### src/logic/fawp_pkg.sv
// fawp_pkg: constants shared by the flash write-protection block.
// assumes a 16-mbyte array with 24-bit byte addresses.
package fawp_pkg;

  localparam int ADDR_W = 24;
  localparam int STAT_W = 16;
  localparam int CMD_W = 8;

  ////////////////////////////////////////////////////////////////////////////
  // status word bit positions
  localparam int BIT_BUSY = 0;
  localparam int BIT_WL = 1;
  localparam int BIT_BP0 = 2;
  localparam int BP_W = 3;
  localparam int BIT_END = 5;
  localparam int BIT_GRAN = 6;
  localparam int BIT_LKL = 7;
  localparam int BIT_LKU = 8;
  localparam int BIT_QE = 9;
  localparam int BIT_INV = 14;
  localparam int BIT_PAUSE = 15;
  localparam int BYTE_W = 8;

  ////////////////////////////////////////////////////////////////////////////
  // factory defaults of the stored bits
  localparam logic [2:0] DEF_RANGE = 3'h0;
  localparam logic DEF_END = 1'b0;
  localparam logic DEF_GRAN = 1'b0;
  localparam logic [1:0] DEF_LOCK = 2'h0;
  localparam logic DEF_QE = 1'b1;
  localparam logic DEF_INV = 1'b0;

  ////////////////////////////////////////////////////////////////////////////
  // lock modes {upper, lower}
  localparam logic [1:0] LOCK_SW = 2'h0;
  localparam logic [1:0] LOCK_HW = 2'h1;
  localparam logic [1:0] LOCK_PWR = 2'h2;
  localparam logic [1:0] LOCK_OTP = 2'h3;

  ////////////////////////////////////////////////////////////////////////////
  // range decode
  localparam logic [2:0] BP_NONE = 3'h0;
  localparam logic [2:0] BP_ONE = 3'h1;
  localparam logic [2:0] BP_SEC_CAP = 3'h4;
  localparam logic [2:0] BP_ALL = 3'h7;
  localparam logic [23:0] ADDR_ZERO = 24'h000000;
  localparam logic [23:0] ADDR_ONE = 24'h000001;
  localparam logic [23:0] ARRAY_TOP = 24'hffffff;
  localparam logic [23:0] BLK_UNIT = 24'h040000;
  localparam logic [23:0] SEC_UNIT = 24'h001000;
  localparam logic [23:0] SEC_MAX = 24'h008000;

  ////////////////////////////////////////////////////////////////////////////
  // region masks of program and erase commands
  localparam logic [23:0] PAGE_MASK = 24'h0000ff;
  localparam logic [23:0] SE_MASK = 24'h000fff;
  localparam logic [23:0] BE32_MASK = 24'h007fff;
  localparam logic [23:0] BE64_MASK = 24'h00ffff;

  ////////////////////////////////////////////////////////////////////////////
  // command codes
  localparam logic [7:0] CMD_WREN = 8'h06;
  localparam logic [7:0] CMD_WRDI = 8'h04;
  localparam logic [7:0] CMD_RDSR = 8'h05;
  localparam logic [7:0] CMD_RDSR2 = 8'h35;
  localparam logic [7:0] CMD_WRSR = 8'h01;
  localparam logic [7:0] CMD_WRSR2 = 8'h31;
  localparam logic [7:0] CMD_PP = 8'h02;
  localparam logic [7:0] CMD_SE = 8'h20;
  localparam logic [7:0] CMD_BE32 = 8'h52;
  localparam logic [7:0] CMD_BE64 = 8'hd8;
  localparam logic [7:0] CMD_CE = 8'h60;
  localparam logic [7:0] CMD_CE2 = 8'hc7;
  localparam logic [7:0] CMD_SUSP = 8'h75;
  localparam logic [7:0] CMD_RESUME = 8'h7a;

endpackage

### src/logic/fawp_prot_if.sv
// fawp_prot_if: stored protection bits out, decoded protected range back.
// assumes one producer of the bits and one combinational decoder.
`timescale 1ns/1ns
interface fawp_prot_if;
  logic [2:0] range_code;
  logic end_sel;
  logic granule;
  logic invert;
  logic [23:0] lo;
  logic [23:0] hi;
  logic any;

  modport src (
    output range_code,
    output end_sel,
    output granule,
    output invert,
    input lo,
    input hi,
    input any
  );

  modport dec (
    input range_code,
    input end_sel,
    input granule,
    input invert,
    output lo,
    output hi,
    output any
  );
endinterface

### src/logic/fawp_protect.sv
// fawp_protect: status-word write protection of a serial flash array.
// assumes framed commands arrive one per cycle on cmd_valid, already decoded
// from the serial link; power_cycle marks a power-down/power-up event, rst_n
// loads the factory values of the stored bits.
`timescale 1ns/1ns
module fawp_protect
  import fawp_pkg::*;
(
  input wire logic clk_sys,
  input wire logic rst_n,
  input wire logic power_cycle,
  input wire logic wp_n,
  input wire logic cmd_valid,
  input wire logic [CMD_W-1:0] cmd_code,
  input wire logic [ADDR_W-1:0] cmd_addr,
  input wire logic [STAT_W-1:0] cmd_data,
  output logic [STAT_W-1:0] status_word,
  output logic [BYTE_W-1:0] rd_data,
  output logic rd_valid,
  output logic sr_written,
  output logic sr_refused,
  output logic op_start,
  output logic op_blocked,
  output logic four_line_enable,
  output logic prot_any,
  output logic [ADDR_W-1:0] prot_lo,
  output logic [ADDR_W-1:0] prot_hi
);

  ////////////////////////////////////////////////////////////////////////////
  // functions

  function automatic logic region_hits(
    input logic [23:0] r_lo,
    input logic [23:0] r_hi,
    input logic [23:0] p_lo,
    input logic [23:0] p_hi,
    input logic p_any
  );
    return p_any && !((r_hi < p_lo) || (r_lo > p_hi));
  endfunction

  function automatic logic [15:0] pack_status(
    input logic wl,
    input logic [2:0] rng,
    input logic ends,
    input logic gran,
    input logic [1:0] lk,
    input logic qe,
    input logic inv,
    input logic ps
  );
    logic [15:0] w;
    w = '0;
    w[BIT_WL] = wl;
    w[BIT_BP0 +: BP_W] = rng;
    w[BIT_END] = ends;
    w[BIT_GRAN] = gran;
    w[BIT_LKL] = lk[0];
    w[BIT_LKU] = lk[1];
    w[BIT_QE] = qe;
    w[BIT_INV] = inv;
    w[BIT_PAUSE] = ps;
    return w;
  endfunction

  ////////////////////////////////////////////////////////////////////////////
  // stored bits and decoder

  logic [2:0] range_code;
  logic end_sel;
  logic granule;
  logic [1:0] lock_mode;
  logic quad_en;
  logic invert;
  logic paused;
  logic latch;

  fawp_prot_if pif ();

  assign pif.range_code = range_code;
  assign pif.end_sel = end_sel;
  assign pif.granule = granule;
  assign pif.invert = invert;

  fawp_range_dec u_dec (
    .pif(pif)
  );

  ////////////////////////////////////////////////////////////////////////////
  // command decode

  logic is_sr_write;
  logic is_mod_cmd;
  logic sr_ok;
  logic [23:0] reg_lo;
  logic [23:0] reg_hi;
  logic [15:0] wword;

  always_comb begin
    is_sr_write = cmd_valid &&
                  ((cmd_code == CMD_WRSR) || (cmd_code == CMD_WRSR2));
    is_mod_cmd = cmd_valid &&
                 ((cmd_code == CMD_PP) || (cmd_code == CMD_SE) ||
                  (cmd_code == CMD_BE32) || (cmd_code == CMD_BE64) ||
                  (cmd_code == CMD_CE) || (cmd_code == CMD_CE2));
    // lock modes 10 and 11 refuse; 01 needs the pin high
    sr_ok = latch && ((lock_mode == LOCK_SW) ||
                      ((lock_mode == LOCK_HW) && wp_n));
    reg_lo = ADDR_ZERO;
    reg_hi = ARRAY_TOP;
    unique case (cmd_code)
      CMD_PP: begin
        reg_lo = cmd_addr & ~PAGE_MASK;
        reg_hi = cmd_addr | PAGE_MASK;
      end
      CMD_SE: begin
        reg_lo = cmd_addr & ~SE_MASK;
        reg_hi = cmd_addr | SE_MASK;
      end
      CMD_BE32: begin
        reg_lo = cmd_addr & ~BE32_MASK;
        reg_hi = cmd_addr | BE32_MASK;
      end
      CMD_BE64: begin
        reg_lo = cmd_addr & ~BE64_MASK;
        reg_hi = cmd_addr | BE64_MASK;
      end
      default: begin
        reg_lo = ADDR_ZERO;
        reg_hi = ARRAY_TOP;
      end
    endcase
    // the second write form carries only the upper byte
    if (cmd_code == CMD_WRSR) begin
      wword = cmd_data;
    end else begin
      wword = {cmd_data[BYTE_W-1:0], status_word[BYTE_W-1:0]};
    end
  end

  ////////////////////////////////////////////////////////////////////////////
  // next state

  logic [2:0] next_range_code;
  logic next_end_sel;
  logic next_granule;
  logic [1:0] next_lock_mode;
  logic next_quad_en;
  logic next_invert;
  logic next_paused;
  logic next_latch;
  logic [7:0] next_rd_data;
  logic next_rd_valid;
  logic next_sr_written;
  logic next_sr_refused;
  logic next_op_start;
  logic next_op_blocked;

  always_comb begin
    next_range_code = range_code;
    next_end_sel = end_sel;
    next_granule = granule;
    next_lock_mode = lock_mode;
    next_quad_en = quad_en;
    next_invert = invert;
    next_paused = paused;
    next_latch = latch;
    next_rd_data = rd_data;
    next_rd_valid = 1'b0;
    next_sr_written = 1'b0;
    next_sr_refused = 1'b0;
    next_op_start = 1'b0;
    next_op_blocked = 1'b0;
    // power cycle first, so a command in the same cycle wins
    if (power_cycle) begin
      next_latch = 1'b0;
      next_paused = 1'b0;
      if (lock_mode == LOCK_PWR) begin
        next_lock_mode = LOCK_SW;
      end
    end
    if (cmd_valid) begin
      if (cmd_code == CMD_WREN) begin
        next_latch = 1'b1;
      end else if (cmd_code == CMD_WRDI) begin
        next_latch = 1'b0;
      end else if (is_sr_write) begin
        next_latch = 1'b0;
        if (sr_ok) begin
          next_range_code = wword[BIT_BP0 +: BP_W];
          next_end_sel = wword[BIT_END];
          next_granule = wword[BIT_GRAN];
          next_lock_mode = {wword[BIT_LKU], wword[BIT_LKL]};
          next_quad_en = wword[BIT_QE];
          next_invert = wword[BIT_INV];
          next_sr_written = 1'b1;
        end else begin
          next_sr_refused = 1'b1;
        end
      end else if (is_mod_cmd) begin
        next_latch = 1'b0;
        if (latch && !region_hits(reg_lo, reg_hi, pif.lo, pif.hi, pif.any)) begin
          next_op_start = 1'b1;
        end else begin
          next_op_blocked = 1'b1;
        end
      end else if (cmd_code == CMD_SUSP) begin
        next_paused = 1'b1;
      end else if (cmd_code == CMD_RESUME) begin
        next_paused = 1'b0;
      end else if (cmd_code == CMD_RDSR) begin
        next_rd_data = status_word[BYTE_W-1:0];
        next_rd_valid = 1'b1;
      end else if (cmd_code == CMD_RDSR2) begin
        next_rd_data = status_word[STAT_W-1:BYTE_W];
        next_rd_valid = 1'b1;
      end
    end
  end

  ////////////////////////////////////////////////////////////////////////////
  // registers

  always_ff @(posedge clk_sys) begin
    if (!rst_n) begin
      range_code <= DEF_RANGE;
      end_sel <= DEF_END;
      granule <= DEF_GRAN;
      lock_mode <= DEF_LOCK;
      quad_en <= DEF_QE;
      invert <= DEF_INV;
      paused <= 1'b0;
      latch <= 1'b0;
      status_word <= pack_status(1'b0, DEF_RANGE, DEF_END, DEF_GRAN,
                                 DEF_LOCK, DEF_QE, DEF_INV, 1'b0);
      four_line_enable <= DEF_QE;
      rd_data <= '0;
      rd_valid <= 1'b0;
      sr_written <= 1'b0;
      sr_refused <= 1'b0;
      op_start <= 1'b0;
      op_blocked <= 1'b0;
      prot_any <= 1'b0;
      prot_lo <= '0;
      prot_hi <= '0;
    end else begin
      range_code <= next_range_code;
      end_sel <= next_end_sel;
      granule <= next_granule;
      lock_mode <= next_lock_mode;
      quad_en <= next_quad_en;
      invert <= next_invert;
      paused <= next_paused;
      latch <= next_latch;
      status_word <= pack_status(next_latch, next_range_code, next_end_sel,
                                 next_granule, next_lock_mode, next_quad_en,
                                 next_invert, next_paused);
      four_line_enable <= next_quad_en;
      rd_data <= next_rd_data;
      rd_valid <= next_rd_valid;
      sr_written <= next_sr_written;
      sr_refused <= next_sr_refused;
      op_start <= next_op_start;
      op_blocked <= next_op_blocked;
      prot_any <= pif.any;
      prot_lo <= pif.lo;
      prot_hi <= pif.hi;
    end
  end
endmodule

### src/logic/fawp_range_dec.sv
// fawp_range_dec: turns protection bits into one protected address range.
// assumes ranges anchored at an array end, so the complement stays one range.
`timescale 1ns/1ns
module fawp_range_dec
  import fawp_pkg::*;
(
  fawp_prot_if.dec pif
);

  logic [23:0] size;
  logic [23:0] base_lo;
  logic [23:0] base_hi;
  logic base_any;

  always_comb begin
    // sector units cap at 32 kbytes, block units double from 1/64
    if (pif.granule) begin
      if (pif.range_code >= BP_SEC_CAP) begin
        size = SEC_MAX;
      end else begin
        size = 24'(SEC_UNIT << (pif.range_code - BP_ONE));
      end
    end else begin
      size = 24'(BLK_UNIT << (pif.range_code - BP_ONE));
    end
    base_any = (pif.range_code != BP_NONE);
    if (pif.range_code == BP_ALL) begin
      base_lo = ADDR_ZERO;
      base_hi = ARRAY_TOP;
    end else if (pif.end_sel) begin
      base_lo = ADDR_ZERO;
      base_hi = 24'(size - ADDR_ONE);
    end else begin
      base_lo = 24'(~size + ADDR_ONE);
      base_hi = ARRAY_TOP;
    end
    // swap protected and open regions
    if (!pif.invert) begin
      pif.any = base_any;
      pif.lo = base_lo;
      pif.hi = base_hi;
    end else if (!base_any) begin
      pif.any = 1'b1;
      pif.lo = ADDR_ZERO;
      pif.hi = ARRAY_TOP;
    end else if (pif.range_code == BP_ALL) begin
      pif.any = 1'b0;
      pif.lo = ADDR_ZERO;
      pif.hi = ADDR_ZERO;
    end else if (pif.end_sel) begin
      pif.any = 1'b1;
      pif.lo = 24'(base_hi + ADDR_ONE);
      pif.hi = ARRAY_TOP;
    end else begin
      pif.any = 1'b1;
      pif.lo = ADDR_ZERO;
      pif.hi = 24'(base_lo - ADDR_ONE);
    end
  end

endmodule

### config.mk
export PLATFORM = sky130hd
export DESIGN_NAME = fawp_protect
export DESIGN_NICKNAME = d
export VERILOG_FILES = /design/src/logic/fawp_pkg.sv /design/src/logic/fawp_prot_if.sv /design/src/logic/fawp_protect.sv /design/src/logic/fawp_range_dec.sv
export SDC_FILE = /design/constraint.sdc
export NUM_CORES = 1
export LEC_CHECK = 0
export ABC_CLOCK_PERIOD_IN_PS = 4050
export BUFFER_PORTS_ARGS = -buffer_cell sky130_fd_sc_hd__buf_4
export CORE_ASPECT_RATIO = 1.4
export CORE_MARGIN = 2
export CORE_UTILIZATION = 48
export DETAILED_ROUTE_END_ITERATION = 8
export HOLD_SLACK_MARGIN = 0.06
export PLACE_DENSITY = 0.79
export SLEW_MARGIN = 10
export SYNTH_ARGS = -nofsm -noshare
export SYNTH_HDL_FRONTEND = slang
export SYNTH_SLANG_ARGS = --single-unit
export TNS_END_PERCENT = 1
### constraint.sdc
create_clock -name clk_sys -period 4.05 [get_ports clk_sys]
set_input_delay 0.2025 -clock clk_sys [delete_from_list [all_inputs] [get_ports clk_sys]]
set_output_delay 0.2025 -clock clk_sys [all_outputs]
set_load 0.02 [all_outputs]
* After elaboration in Yosys (flattened, before gate mapping)
Cells that the tools add are included.
Widths: inputs -> output; s select.
** Operators by class
- Magnitude comparators :: 3
- Shifts and indexed selects :: 2
- Bitwise operators :: 9
- Eq/ne operators :: 17
- Reduce and logical (&&, ||, !) cells :: 23
- Mux-type cells :: 74
- Add/subtract/negate cells :: 5
** Operators with widths (count)
- $mux 24 :: 14
- $pmux 24 s4 :: 2
- $add 24x1->24 const B :: 2
- $sub 24x1->24 const B :: 2
- $mux 1 :: 43
- $eq 8x7->1 const B :: 4
- $eq 8x3->1 const B :: 3
- $eq 8x6->1 const B :: 3
- $gt 24x24->1 :: 1
- $lt 24x24->1 :: 1
- $not 24->24 :: 1
- $shl 13x3->24 const A :: 1
- $shl 19x3->24 const A :: 1
- $eq 8x8->1 const B :: 2
- $mux 8 :: 2
- $mux 15 :: 1
- $mux 3 :: 5
- $mux 2 :: 7
- $eq 8x1->1 const B :: 1
- $eq 8x2->1 const B :: 1
- $logic_or 1x1->1 :: 8
- $not 1->1 :: 8
- $reduce_and 8->1 :: 1
- $reduce_or 8->1 :: 1
- other kinds (12) :: 18
** Word-level totals
- Word-level logic and storage cells :: 152
- Output and inout port bits :: 79
- Flip-flop bits (word level) :: 89

* Depth between registers and ports, before layout
Gate-level depths: netlist (run 1).
- Depth in word-level cells :: 20
- Mapped depth :: 23

* By module
A second synthesis (run 1) with hierarchy kept.
** Unflattened totals
- Cells, all modules :: 636
- Area total of the unflattened synthesis :: 5021.1 um2
** Modules (own cells, without submodules)
- fawp_protect :: times used 1, cells an instance 422, area each 3693.5 um2
- fawp_range_dec :: times used 1, cells an instance 214, area each 1327.5 um2

* Worst setup path after synthesis (run 1)
OpenSTA, ideal clock, no wires.
- Kind :: reg-to-reg
- From :: reg, netlist name status_word[2]
- To :: reg op_blocked
- Period minus slack after synthesis :: 4.222 ns
- Path slack :: -0.172 ns
- Library setup time :: 0.060 ns
- Required time :: 3.990 ns
- Stages on the path, launching flop included :: 22
- Data arrival time :: 4.162 ns
- Cells stage by stage :: dfxtp_1 -> buf_6 -> nor4bb_4 -> buf_6 -> inv_2 -> ha_1 -> clkbuf_1 -> a21bo_2 -> nand2_1 -> nand2_1 -> ha_1 -> o41ai_4 -> nor2_1 -> xnor2_1 -> a311oi_1 -> ha_1 -> o21ai_0 -> nor2_1 -> a2111oi_0 -> a221o_1 -> and3_1 -> and3b_1
** RTL lines
- end signal, assigned :: RTL line fawp_protect.sv:265 : op_blocked <= next_op_blocked;
- end, declared :: RTL line fawp_protect.sv:23 : output logic op_blocked,

==> out/results.ini, run 1 <==
[cts]
cts_root_buffer = clkbuf_16
cts_buffers = 5
cts_tree = done
cts_num_sinks = 50
htree_levels = 2
clk_pin_slew_ps = 70
clock_latency_ps = 300
clk_path_buf_depth = 2

[logic_synthesis]
synth_top_family_by_area = simple AND/OR/NAND/NOR gates
synth_cells = 551
synth_compound_area_frac = 0.246
synth-seq-cells = 50
synth_xor_area_frac = 0.0204
synth-async-reset-ratio = 0
synthSimpleGateAreaFrac = 0.259
synth_area_um2 = 4300
synth.area.mux_share = 0.0282
yosysWarnings = 0
syn_avg_cell_area_um2 = 7.80
synth_edf_count = 0
ys_types = 73
synth-main-ff-cell = dfxtp_1
synth_adder_area_share = 0.0929
synth-seq-area-share = 0.233

[placement]
dp_slack_ps = -2.29
place.port_buffers = 101
post-dp-hpwl_mm = 10.1
gp_congestion = 0.963
placed_area_um2 = 4930

[sta]
setup_viol = 0
fmax_mhz = 256
hold_viol = 0
fin_worst_skew_ps = 6.59
setup_ws_ps = 140
rsz0062_at_grt = yes
relSlewSlack = 0.492
fin_tns_setup_ps = 0
report.final.slew_viol_count = 0
fin_crit_sh = 0.965
worst_slew_pin_slew_ps = 755
min_period_ps = 3910

[grt]
grtUsageMet1 = 0.295
use_met2 = 0.465
use_met3 = 0.0385
grt_overflow = 0
antenna_found_initial = 0
busiest_layer = met2
grt_start_max_net_pins = 38
grt_pass1_wl_mm = 20.6
grt_use_total = 0.262
first_global_vias = 4210

[job]
cap_violations = 0

[min_path]
hp-class = primary input to flip-flop

[drt]
num_vias = 4443
post_drt_wl_per_cell_um = 18.0
antenna_left = 0
initialDrtViolationCount = 500
routed_wirelength_mm = 13.1
drc = 0
dr.pass1.iters = 5
vias_per_cell = 6.09

[floorplan]
coreArea_um2 = 8660
die_area_um2 = 9730
die_y_um = 116
ios = 132
rows = 40
fp.dieW_um = 84.0
initial_core_util = 0.496

[finish]
layout.nets = 708
area_delta_synth_final_pct = 19.7
num_antenna_cells = 0
layout-drive-gt1-share = 0.264
final_util = 0.594
final_area_um2 = 5140

[critical_path]
cp.arrival_ps = 4160
path_max_fanout = 6
path_class = flip-flop to flip-flop
critPathRequiredTime_ps = 4300
cp-end-kind = flip-flop
start_kind = flip-flop

[run_status]
status = finished, final reports clean

[power_and_ir_drop]
power_density_nw_per_um2 = 220
ir_drop_v = 0.000209
power.leakage_nw = 2.26

power by group:
| group | switching, mW | leakage (nW) | internal, mW |
|---|---|---|---|
| logic | 0.0748 | 1.76 | 0.0530 |
| clock network | 0.204 | 0.0848 | 0.296 |
| registers | 0.00348 | 0.409 | 0.498 |
| total | 0.282 | 2.26 | 0.848 |
cell usage in the layout, fill, tap and decap left out, types with 9 or more instances in the layout:
master	netlist	layout
nand3_1	19	19
mux2i_1	11	11
nand2b_1	13	13
buf_4	36	121
and2_1	18	18
nor2_1	79	78
nand2_1	38	38
ha_1	31	29
conb_1	1	17
a211oi_1	12	11
a21oi_1	27	27
nand4_1	9	9
o21ai_0	28	27
inv_1	13	13
dfxtp_1	50	47
nor3_1	13	13
flip-flops by register name (all words and copies together), names as in the netlist:
register,cells
prot_hi,13
prot_lo,12
status_word,11
rd_data,8
op_blocked,1
op_start,1
prot_any,1
rd_valid,1
sr_refused,1
sr_written,1
cell type report:
class | instances | area, µm²
Fill cell | 770 | 3520
Multi-Input combinational cell | 432 | 2870
Sequential cell | 50 | 1000
Timing Repair Buffer | 121 | 908
Tap cell | 105 | 131
Clock buffer | 5 | 125
Inverter | 14 | 52.6
Clock inverter | 3 | 47.5
per-stage QoR:
stage | std cells | hold WS [ps] | power, mW
2_1_floorplan | 567 | 291 | 0.598
3_3_place_gp | 720 | 442 | 0.638
3_5_place_dp | 720 | 448 | 0.640
4_1_cts | 729 | 138 | 1.14
5_1_grt | 730 | 140 | 1.16
6_report | 730 | 141 | 1.13
cells by family (layout without fill, tap and decap cells):
| family | after synthesis | count (layout) |
|---|---|---|
| compound gates | 140 | 140 |
| flops | 50 | 50 |
| other cells | 1 | 17 |
| mux | 12 | 12 |
| xor+xnor | 10 | 10 |
| fa+ha+maj | 32 | 32 |
| simple gates | 221 | 221 |
| buf+inv | 85 | 143 |
worst max-delay path, cell delays in order (launching register included):
cell and delay [ps]:
dfxtp_2 360, nor4bb_4 330, inv_2 70, ha_1 310, a21bo_2 250, nand2_1 100, nand2_1 70, ha_2 230
o41ai_4 70, nor2_2 80, xnor2_1 150, a311oi_2 310, buf_4 170, ha_1 250, o21ai_1 160, nor2_1 80
a2111oi_2 330, a221o_1 200, and3_1 200, and3b_1 160
final timing paths:
| check | startpoint | end | slack (ps) | cells after the start |
|---|---|---|---|---|
| setup / recovery | status_word[3] | op_blocked | 140 | 19 |
| hold / removal | cmd_data[7] | status_word[7] | 140 | 3 |
| setup reg to reg | status_word[3] | op_blocked | 140 | 19 |
| hold reg to reg | rd_data[0] | rd_data[0] | 480 | 2 |
per-layer routing:
layer,wire (µm),up-vias
met5,0,-
met3,698,57
met4,746,0
met1,5140,2113
li1,-,2069
met2,6550,204
cell usage after synthesis (4+ instances only):
library cell,number,share of area
o21ai_0,28,0.033
buf_4,36,0.063
nand3_1,19,0.022
xor2_1,6,0.012
inv_1,13,0.011
clkbuf_1,17,0.015
a21o_1,4,0.0070
a211oi_1,12,0.021
a31oi_1,5,0.0073
a21oi_1,27,0.031
and2_1,18,0.026
mux2i_1,11,0.026
xnor2_1,4,0.0082
ha_1,31,0.090
buf_2,9,0.010
a22oi_1,8,0.014
nand4_1,9,0.013
o211ai_1,4,0.0070
nand2b_1,13,0.019
nor2_1,79,0.069
and3_1,5,0.0073
a221o_1,5,0.012
nor2b_1,7,0.010
buf_6,6,0.016
nand2_1,38,0.033
dfxtp_1,50,0.23
o21a_1,4,0.0070
nor3_1,13,0.015
repair_timing:
| item | CTS | global route |
|---|---|---|
| buffers inserted | 1 | 1 |
| endpoints found under the setup margin | 2 | 2 |
| hold buffers | 0 | 0 |
| resized for setup | 4 | 6 |
| pin swaps | 1 | 4 |
Power figures use the tool's default switching activity.
==> run 2, diff against run 1 <==
CORE_UTILIZATION = 35   (was 48)
PLACE_DENSITY = 0.61   (was 0.79)
==> out/results.ini, run 2 (synthesis gave the netlist of run 1 again) <==
[cts]
cts_root_buffer = clkbuf_16  ; unchanged
cts_buffers = 5  ; unchanged
postCtsSetupBuffers = 0  ; was 1
cts_tree = done  ; unchanged
clk_path_buf_depth = 2  ; unchanged
htree_levels = 2  ; unchanged
clock_latency_ps = 300  ; about the same
clk_pin_slew_ps = 70  ; about the same
cts_num_sinks = 50  ; unchanged

[drt]
drc = 0  ; unchanged
num_vias = 4341  ; was 4,443
dr.pass1.iters = 5  ; unchanged
post_drt_wl_per_cell_um = 17.3  ; was 18.0 µm
vias_per_cell = 5.60  ; was 6.09
initialDrtViolationCount = 448  ; was 500
antenna_left = 0  ; unchanged
routed_wirelength_mm = 13.4  ; was 13.1 mm

[grt]
grtUsageMet1 = 0.228  ; was 0.295
use_met2 = 0.361  ; was 0.465
first_global_vias = 4228  ; was 4,210
grt_pass1_wl_mm = 21.2  ; was 20.6 mm
use_met3 = 0.0238  ; was 0.0385
grt_use_total = 0.199  ; was 0.262
grt_overflow = 0  ; unchanged
grt_start_max_net_pins = 36  ; was 38
antenna_found_initial = 0  ; unchanged
busiest_layer = met2  ; unchanged

[floorplan]
rows = 47  ; was 40
die_y_um = 135  ; was 116 µm
die_area_um2 = 13200  ; was 9730 µm²
ios = 132  ; unchanged
fp.dieW_um = 97.6  ; was 84.0 µm
coreArea_um2 = 11900  ; was 8660 µm²
initial_core_util = 0.362  ; was 0.496

[sta]
fin_worst_skew_ps = 7.33  ; was 6.59 ps
rsz0062_at_grt = no  ; was yes
fmax_mhz = 261  ; was 256 MHz
relSlewSlack = 0.536  ; was 0.492
setup_ws_ps = 219  ; was 140 ps
hold_viol = 0  ; unchanged
min_period_ps = 3830  ; was 3910 ps
fin_tns_setup_ps = 0  ; unchanged
worst_slew_pin_slew_ps = 690  ; was 755 ps
report.final.slew_viol_count = 0  ; unchanged
fin_crit_sh = 0.946  ; was 0.965
setup_viol = 0  ; unchanged

[critical_path]
path_max_fanout = 7  ; was 6
worstPathCellList = nor4bb_4 -> inv_2 -> ha_1 -> buf_4 -> or3_1 -> o221ai_2 -> and2_1 -> xnor2_1 -> o21ai_0 -> o21ai_0 -> ha_1 -> a21o_1 -> a2111oi_2 -> a221o_1 -> and3_1 -> and3b_1  ; was nor4bb_4 -> inv_2 -> ha_1 -> a21bo_2 -> nand2_1 -> nand2_1 -> ha_2 -> o41ai_4 -> nor2_2 -> xnor2_1 -> a311oi_2 -> buf_4 -> ha_1 -> o21ai_1 -> nor2_1 -> a2111oi_2 -> a221o_1 -> and3_1 -> and3b_1
reg2reg_from = status_word[2]  ; was status_word[3]
path_class = flip-flop to flip-flop  ; unchanged
crit_family = simple AND/OR/NAND/NOR gates  ; was compound AO/OA/AOI/OAI gates
crit_slowest_cell = dfxtp_2  ; unchanged
start_kind = flip-flop  ; unchanged
crit_start = status_word[2]  ; was status_word[3]
critical_path.max_stage_delay_ps = 360  ; about the same
cp_num_buf_inv = 2  ; unchanged
cp-end-kind = flip-flop  ; unchanged
cp.arrival_ps = 4080  ; was 4160 ps
critPathRequiredTime_ps = 4300  ; about the same

[finish]
layout.nets = 712  ; was 708
largestRegisters = prot_hi x13, prot_lo x12, status_word x11  ; unchanged
final_area_um2 = 5220  ; was 5140 µm²
layout_commonest_cell = buf_4  ; unchanged
area_delta_synth_final_pct = 21.5  ; was 19.7%
largest_reg_flops = 13  ; unchanged
num_antenna_cells = 0  ; unchanged
top_register = prot_hi  ; unchanged
layout-drive-gt1-share = 0.266  ; was 0.264
final_cell_count_no_fill = 775  ; was 730
final_cell_mix = buf_4 (125), nor2_1 (78), dfxtp_1 (48), nand2_1 (38), ha_1 (29)  ; was buf_4 (121), nor2_1 (78), dfxtp_1 (47), nand2_1 (38), ha_1 (29)

[power_and_ir_drop]
swShare = 0.246  ; was 0.250
pwr-share-seq = 0.450  ; was 0.444
p_clk_frac = 0.435  ; was 0.443
combinationalPowerShare = 0.115  ; was 0.113
ir_drop_v = 0.000131  ; was 0.000209 V
p_int_mw = 0.841  ; was 0.848 mW
power.leakage_nw = 2.27  ; was 2.26 nW
power_density_nw_per_um2 = 214  ; was 220 nW/µm²
power_switching_mw = 0.274  ; was 0.282 mW

[placement]
dp_slack_ps = 63.6  ; was -2.29 ps
place.port_buffers = 101  ; unchanged
placed_area_um2 = 5020  ; was 4930 µm²
dp.cells = 768  ; was 720
post-dp-hpwl_mm = 10.5  ; was 10.1 mm
gp_congestion = 0.939  ; was 0.963

[run_status]
status = finished, final reports clean  ; unchanged

[min_path]
hp-class = primary input to flip-flop  ; unchanged
worstHoldStart = cmd_data[2]  ; was cmd_data[7]

[job]
cap_violations = 0  ; unchanged

==> run 2: layout make-up <==
cell class	count	area (µm²)
clock buffer	5	125
clock inverter	2	38.8
fill	1228	6660
inverter	14	52.6
multi-input combinational	432	2880
sequential	50	1000
tap	147	184
timing repair buffer	125	938
==> run 2: worst paths after layout <==
check | to | slack [ps] | cells past startpoint
worst min-delay path | status_word[2] | 140 | 3
worst max register to register | op_blocked | 220 | 16
worst min register to register | rd_data[0] | 470 | 2
worst max-delay path | op_blocked | 220 | 16
==> run 2: worst reg2reg max path: cells and delay by family, from the launching register on <==
kind / cells / cell delay (ps)
buffers and inverters: 2 / 250
xor gates and xnor gates: 1 / 90
adders and majority gates: 2 / 590
and+or+nand+nor: 5 / 1250
AOI/OAI and AO/OA: 6 / 1240
DFF: 1 / 360
==> run 2: what timing repair did <==
item | 4_1_cts | 5_1_grt
gates resized for setup | 0 | 10
hold buffers | 0 | 0
endpoints found under the setup margin | 0 | 2
==> run 2: stage by stage <==
| step | hold WS [ps] | utilization | power (mW) |
|---|---|---|---|
| 2_1_floorplan | 291 | - | 0.598 |
| 3_3_place_gp | 441 | 0.423 | 0.641 |
| 3_5_place_dp | 449 | 0.423 | 0.641 |
| 4_1_cts | 139 | 0.437 | 1.12 |
| 5_1_grt | 152 | 0.440 | 1.15 |
| 6_report | 136 | 0.440 | 1.12 |
==> run 2: power by group through the flow <==
| stage | combinational [mW] | sequential (mW) | clock, mW |
|---|---|---|---|
| after detailed placement | 0.128 | 0.514 | 0 |
| after CTS | 0.128 | 0.502 | 0.492 |
| after global placement | 0.128 | 0.513 | 0 |
| after global routing | 0.137 | 0.503 | 0.507 |
| after floorplan | 0.0764 | 0.522 | 0 |
| final | 0.128 | 0.502 | 0.485 |
==> run 2: per-layer routing <==
metal | part of all wire | wire length [µm] | vias up
met2 | 0.51 | 6780 | 202
met5 | 0 | 0 | -
met4 | 0.045 | 597 | 0
met3 | 0.059 | 787 | 44
met1 | 0.39 | 5240 | 2029
li1 | - | - | 2066
